`config.mk`:
```
export PLATFORM = sky130hd
export DESIGN_NAME = urbs_receive_buffer
export DESIGN_NICKNAME = d
export VERILOG_FILES = /design/src/logic/urbs_pkg.sv /design/src/logic/urbs_receive_buffer.sv
export VERILOG_INCLUDE_DIRS = /design/src /design/src/logic
export SDC_FILE = /design/constraint.sdc
export NUM_CORES = 1
export LEC_CHECK = 0
export BUFFER_PORTS_ARGS = -buffer_cell sky130_fd_sc_hd__buf_2
export CAP_MARGIN = 20
export CORE_UTILIZATION = 33
export DETAILED_ROUTE_END_ITERATION = 8
export PLACE_DENSITY = 0.55
export SETUP_SLACK_MARGIN = 0.15
export SYNTH_ARGS = -nofsm -noshare
export SYNTH_HDL_FRONTEND = slang
export SYNTH_SLANG_ARGS = --single-unit
```
`constraint.sdc`:
```
create_clock -name mclk -period 3.35 [get_ports mclk]
set_input_delay 0.335 -clock mclk [delete_from_list [all_inputs] [get_ports mclk]]
set_output_delay 0.335 -clock mclk [all_outputs]
set_load 0.01 [all_outputs]
```
`src/logic/urbs_regs.svh`:
```
`ifndef URBS_REGS_SVH
`define URBS_REGS_SVH

// ----------------------------------------------------------------
// Receive buffer sizing
// ----------------------------------------------------------------
`define URBS_FIFO_DEPTH     2

// ----------------------------------------------------------------
// Character size field encodings
// ----------------------------------------------------------------
`define URBS_CSZ_5BIT       3'h0
`define URBS_CSZ_6BIT       3'h1
`define URBS_CSZ_7BIT       3'h2
`define URBS_CSZ_8BIT       3'h3
`define URBS_CSZ_9BIT       3'h7

// ----------------------------------------------------------------
// Data bit counts and reset values
// ----------------------------------------------------------------
`define URBS_BITS_5         4'h5
`define URBS_BITS_6         4'h6
`define URBS_BITS_7         4'h7
`define URBS_BITS_8         4'h8
`define URBS_BITS_9         4'h9
`define URBS_SHREG_RST      9'h000
`define URBS_BYTE_ZERO      8'h00

`endif

```
`src/logic/urbs_pkg.sv`:
```
package urbs_pkg;

    typedef enum logic {
        URBS_IDLE,
        URBS_RECV
    } urbs_rx_state_t;

    typedef struct packed {
        logic [7:0] data;
        logic       ninth;
        logic       fe;
        logic       dor;
        logic       upe;
    } urbs_entry_t;

endpackage

```
`src/logic/urbs_receive_buffer.sv`:
```
`timescale 1ns/1ns
`include "urbs_regs.svh"

module urbs_receive_buffer
    import urbs_pkg::*;
#(
    parameter int FIFO_DEPTH = `URBS_FIFO_DEPTH
) (
    input  wire logic       mclk,
    input  wire logic       reset_n,
    input  wire logic       receiver_enable,
    input  wire logic [2:0] character_size_field,
    input  wire logic       parity_enable_bit,
    input  wire logic       parity_odd_select,
    input  wire logic       stop_bit_count_select,
    input  wire logic       receive_complete_irq_enable,
    input  wire logic       global_irq_enable,
    input  wire logic       rx_start,
    input  wire logic       rx_bit_valid,
    input  wire logic       rx_bit,
    input  wire logic       data_read,
    output logic      [7:0] serial_data_register,
    output logic            received_ninth_bit,
    output logic            frame_error_flag,
    output logic            overrun_flag,
    output logic            parity_error_flag,
    output logic            receive_complete_flag,
    output logic            receive_complete_irq,
    output logic            rx_pin_override
);

    // ----------------------------------------------------------------
    // Parameter check
    // ----------------------------------------------------------------
    localparam int PW = (FIFO_DEPTH > 1) ? $clog2(FIFO_DEPTH) : 1;
    localparam int CW = $clog2(FIFO_DEPTH + 1);

    // Pointer wrap relies on a power-of-two depth
    if (FIFO_DEPTH < 2 || (FIFO_DEPTH & (FIFO_DEPTH - 1)) != 0) begin : g_bad_depth
        $error("FIFO_DEPTH must be a power of two, at least 2");
    end

    localparam logic [CW-1:0] FULL_COUNT = CW'(FIFO_DEPTH);
    localparam logic [CW-1:0] ONE_COUNT  = CW'(1);

    // ----------------------------------------------------------------
    // State
    // ----------------------------------------------------------------
    typedef struct packed {
        urbs_entry_t [FIFO_DEPTH-1:0] mem;
        logic [PW-1:0]                rd_ptr;
        logic [CW-1:0]                count;
        urbs_rx_state_t               rx_state;
        logic [3:0]                   bit_cnt;
        logic [3:0]                   nbits_cap;
        logic                         par_cap;
        logic                         odd_cap;
        logic [8:0]                   shreg;
        logic                         parity_bit;
        logic                         wait_full;
        urbs_entry_t                  wait_entry;
        logic                         ovr_pending;
    } urbs_state_t;

    urbs_state_t st_reg;
    urbs_state_t st_next;

    // ----------------------------------------------------------------
    // Decoding
    // ----------------------------------------------------------------
    // Reserved size codes fall back to eight bits
    function automatic logic [3:0] data_bits(input logic [2:0] csz);
        unique case (csz)
            `URBS_CSZ_5BIT: data_bits = `URBS_BITS_5;
            `URBS_CSZ_6BIT: data_bits = `URBS_BITS_6;
            `URBS_CSZ_7BIT: data_bits = `URBS_BITS_7;
            `URBS_CSZ_9BIT: data_bits = `URBS_BITS_9;
            default:        data_bits = `URBS_BITS_8;
        endcase
    endfunction

    logic [3:0]  last_cnt;
    logic        frame_done;
    logic        fifo_empty;
    urbs_entry_t head;

    // Stop bit slot is the last one; further stop bits are never counted
    assign last_cnt   = st_reg.nbits_cap + {3'h0, st_reg.par_cap};
    assign frame_done = receiver_enable && st_reg.rx_state == URBS_RECV
                        && rx_bit_valid && st_reg.bit_cnt == last_cnt;
    assign fifo_empty = st_reg.count == '0;
    assign head       = st_reg.mem[st_reg.rd_ptr];

    // ----------------------------------------------------------------
    // Next state
    // ----------------------------------------------------------------
    always_comb begin
        urbs_entry_t   done_entry;
        logic [PW-1:0] wr_idx;
        st_next    = st_reg;
        done_entry = '0;
        wr_idx     = '0;

        // Pop the head on a data read
        if (data_read && !fifo_empty) begin
            st_next.rd_ptr = st_reg.rd_ptr + PW'(1);
            st_next.count  = st_reg.count - ONE_COUNT;
        end

        // Shift in data and parity; the first stop bit only advances the count
        if (st_reg.rx_state == URBS_RECV && rx_bit_valid) begin
            if (st_reg.bit_cnt < st_reg.nbits_cap) begin
                st_next.shreg[st_reg.bit_cnt] = rx_bit;
            end else if (st_reg.par_cap && st_reg.bit_cnt == st_reg.nbits_cap) begin
                st_next.parity_bit = rx_bit;
            end
            st_next.bit_cnt = st_reg.bit_cnt + 4'h1;
        end

        if (frame_done) begin
            done_entry.data  = st_reg.shreg[7:0];
            done_entry.ninth = st_reg.shreg[8];
            done_entry.fe    = !rx_bit;
            done_entry.upe   = st_reg.par_cap
                               && (^st_reg.shreg ^ st_reg.parity_bit ^ st_reg.odd_cap);
            st_next.wait_entry = done_entry;
            st_next.wait_full  = 1'b1;
            st_next.rx_state   = URBS_IDLE;
        end

        // Move a waiting character in as soon as there is room
        if (st_next.wait_full && st_next.count < FULL_COUNT) begin
            wr_idx = PW'(st_next.rd_ptr + PW'(st_next.count));
            st_next.mem[wr_idx]     = st_next.wait_entry;
            st_next.mem[wr_idx].dor = st_reg.ovr_pending;
            st_next.count           = st_next.count + ONE_COUNT;
            st_next.wait_full       = 1'b0;
            st_next.ovr_pending     = 1'b0;
        end

        // A start bit while still full drops the waiting character
        if (rx_start && st_reg.rx_state == URBS_IDLE) begin
            if (st_next.wait_full) begin
                st_next.ovr_pending = 1'b1;
                st_next.wait_full   = 1'b0;
            end
            st_next.rx_state  = URBS_RECV;
            st_next.bit_cnt   = 4'h0;
            st_next.shreg     = `URBS_SHREG_RST;
            st_next.nbits_cap = data_bits(character_size_field);
            st_next.par_cap   = parity_enable_bit;
            st_next.odd_cap   = parity_odd_select;
        end

        // Disable wins over everything: flush and abandon at once
        if (!receiver_enable) begin
            st_next.count       = '0;
            st_next.rx_state    = URBS_IDLE;
            st_next.wait_full   = 1'b0;
            st_next.ovr_pending = 1'b0;
        end
    end

    always_ff @(posedge mclk or negedge reset_n) begin
        if (!reset_n) begin
            st_reg <= '0;
        end else begin
            st_reg <= st_next;
        end
    end

    // ----------------------------------------------------------------
    // Outputs
    // ----------------------------------------------------------------
    // Flags are taken from the FIFO only, so no write path can reach them
    assign serial_data_register  = fifo_empty ? `URBS_BYTE_ZERO : head.data;
    assign received_ninth_bit    = !fifo_empty && head.ninth;
    assign frame_error_flag      = !fifo_empty && head.fe;
    assign overrun_flag          = !fifo_empty && head.dor;
    assign parity_error_flag     = !fifo_empty && head.upe;
    assign receive_complete_flag = !fifo_empty;
    // Error flags have no path into the request
    assign receive_complete_irq  = receive_complete_flag
                                   && receive_complete_irq_enable && global_irq_enable;
    assign rx_pin_override       = receiver_enable;
endmodule

```
==> metrics.txt <==
Detailed Route WL=6270 µm; worst-path cell with the longest stage delay=mux2_2; CORE AREA=0.00920 mm²; number of flip-flops under the largest register name=61; die boundary height=99.4 µm; WP buf/inv=0; vias per std cell=4.96; maximum vdd drop=0.201 mV; type of destination of the critical path=flip-flop; # placed instances=410; flop and latch count out of synthesis=61; sequential area share after synthesis=0.488; crit-path cells=ha_1 > ha_1 > xor3_1 > nor4_4 > nand2_1 > mux2_2 > mux2_2; startpoint types=flip-flop; post-CTS repair timing setup buffer count=0; syn_nets=304; required time at the endpoint of the critical path=3.58 ns; number of nets with antenna violations after detailed routing=0; area added between synthesis and finish=15.8%; level count of the clock H-tree=3; Async S/R FF share, synth=1.00; highest clock frequency the design can meet=356 MHz; filler-free cell count of the finished design=427; share of post-route cells with drive strength above 1=0.275; post-synth cell types=42; total negative slack for setup checks=0 ns; Critical Path AT=3.04 ns; Fin Clk Skew=0.00671 ns; antenna fix cells=0; worst-case hold slack=0.185 ns; start-to-end type of the worst setup path=reg2reg; via total after detailed routing=2,117; total of max-cap violations=0; pwr dens=533 mW/mm²; synthesized instance count=278; Post-DP HPWL=4380 µm; commonest non-fill, non-tap cells in the layout=dfrtp_1, mux2_2, buf_2; final weighted congestion of routability-driven global placement=0.764; global-route wire length before repair=10,800 µm; pin count of the biggest net entering global routing=48; std cell rows=35; Synth Cell Area=0.00313 mm²; logic depth of the worst register-to-register path=7; number of inserted filler cells in the final layout=912; clk sink count=61; area of the die=0.00988 mm²; number of iterations in the first detailed-routing pass=4; maximum buffer depth of the clock tree=2; Min-Delay Path Class=in2reg; RSZ-0062 raised after global routing=false; commonest non-fill, non-tap cell in the layout=dfrtp_1; clock root cell=clkbuf_8; count of routing violations after the opening detailed-route iteration=93; count of flip-flops with a built-in enable after synthesis=0; drt drc=0; post-DR wirelength/cell=14.7 µm; remaining global-route overflow=0; CTS Buf Count=9; post-route clock period utilization=0.839; clock-pin slew on the worst setup and hold paths=0.07 ns; count of cells along the worst hold path=3; transition time of the tightest slew-check pin=0.611 ns; number of pins with negative max-slew slack in the final report=0; max-slew headroom at the worst pin=0.593; via count of the first global-routing pass=2,148; average cell area after synthesis=11.3 µm²; warning count from the yosys run=0; GRT Total Usage=0.142; number of endpoints with negative hold slack in the final report=0; Clock Latency Late Sink=0.34 ns; Crit Path Max Fanout=12; clock period minus final worst setup slack=2.81 ns; leakage power=1.79 nW; crit-path leading delay family=simple AND/OR/NAND/NOR gates; most used flip-flop cell after synthesis=dfrtp_1; final layout net count=338; number of antenna violations at the first check in global routing=0; TritonCTS clock tree=built; number of setup violations in the final report=0; initial core utilization=0.340; count of port buffers added during placement=28; top-level port count=30; status=finished, final reports clean; number of instances resized during post-cts repair=0; width of the chip=99.4 µm; total stage count of the critical path=7; Critical Path Max Stage Delay=0.44 ns
[cell families (layout without fill, tap and decap cells)]
| kind of cell | Yosys count | after routing | synth area share |
|---|---|---|---|
| muxes | 48 | 48 | 0.167 |
| buffers and inverters | 25 | 63 | 0.0368 |
| adders and majority gates | 11 | 11 | 0.0440 |
| DFF | 61 | 61 | 0.488 |
| and+or+nand+nor | 77 | 77 | 0.121 |
| xor gates and xnor gates | 19 | 19 | 0.0624 |
| AOI/OAI and AO/OA | 37 | 37 | 0.0808 |
[timing repair]
action	in CTS	in global routing
hold endpoints to repair	0	10
setup endpoints to repair	0	0
hold buffers	0	1
[synthesized netlist by cell type (3+ instances only)]
library cell,number,area share
xnor2_1,14,0.039
dfrtp_1,61,0.49
o211ai_1,5,0.012
o21ai_0,13,0.021
o21a_1,3,0.0072
clkbuf_1,7,0.0084
ha_1,11,0.044
inv_1,13,0.016
nand2b_1,3,0.0060
xor2_1,3,0.0084
a32oi_1,4,0.011
nand3_1,16,0.026
nor3_1,4,0.0064
nand2_1,20,0.024
nor2_1,21,0.025
mux2_2,34,0.12
mux2i_1,14,0.045
[power breakdown]
group | switching, mW | internal, mW
sequential | 0.0429 | 0.788
clock | 0.281 | 0.431
combinational | 0.218 | 0.171
[through the flow]
stage          instance area (µm²)  utilization  power, mW  setup slack (ns)
6_report                      3620        0.394       1.93             0.538
2_1_floorplan                 3130            -       1.12             0.804
3_5_place_dp                  3380        0.367       1.24             0.512
5_1_grt                       3620        0.394       2.04             0.377
3_3_place_gp                  3380        0.367       1.23             0.527
4_1_cts                       3590        0.391       1.96             0.490
[final cells by class]
cell class / count / area, µm² / share of cell area
well taps: 111 / 139 / 0.0383
clock buffers: 10 / 138 / 0.0380
flip-flops and latches: 61 / 1530 / 0.421
repair buffers: 35 / 208 / 0.0573
clock inverters: 5 / 75.1 / 0.0207
multi-input cells: 192 / 1490 / 0.411
inverters: 13 / 48.8 / 0.0135
[metal layers]
metal	vias to the layer above	GRT usage	part of all wire
li1	1037	-	-
met1	1037	0.191	0.48
met2	31	0.216	0.46
met3	12	0.0443	0.045
met4	0	0.0509	0.011
met5	-	0	0
[final timing paths]
kind	end	start	slack, ns
worst max-delay path	st_reg[55]	st_reg[25]	0.54
worst min-delay path	st_reg[25]	parity_enable_bit	0.19
worst max register to register	st_reg[55]	st_reg[25]	0.54
worst min register to register	st_reg[42]	st_reg[42]	0.51
max in group asynchronous	st_reg[25]	reset_n	2.15
min in group asynchronous	st_reg[27]	reset_n	0.50
[worst min-delay path: stages]
cell and delay [ns]:
buf_2 0.07, nand2_1 0.04, nand2_1 0.04
(Power assumes the default switching activity.)
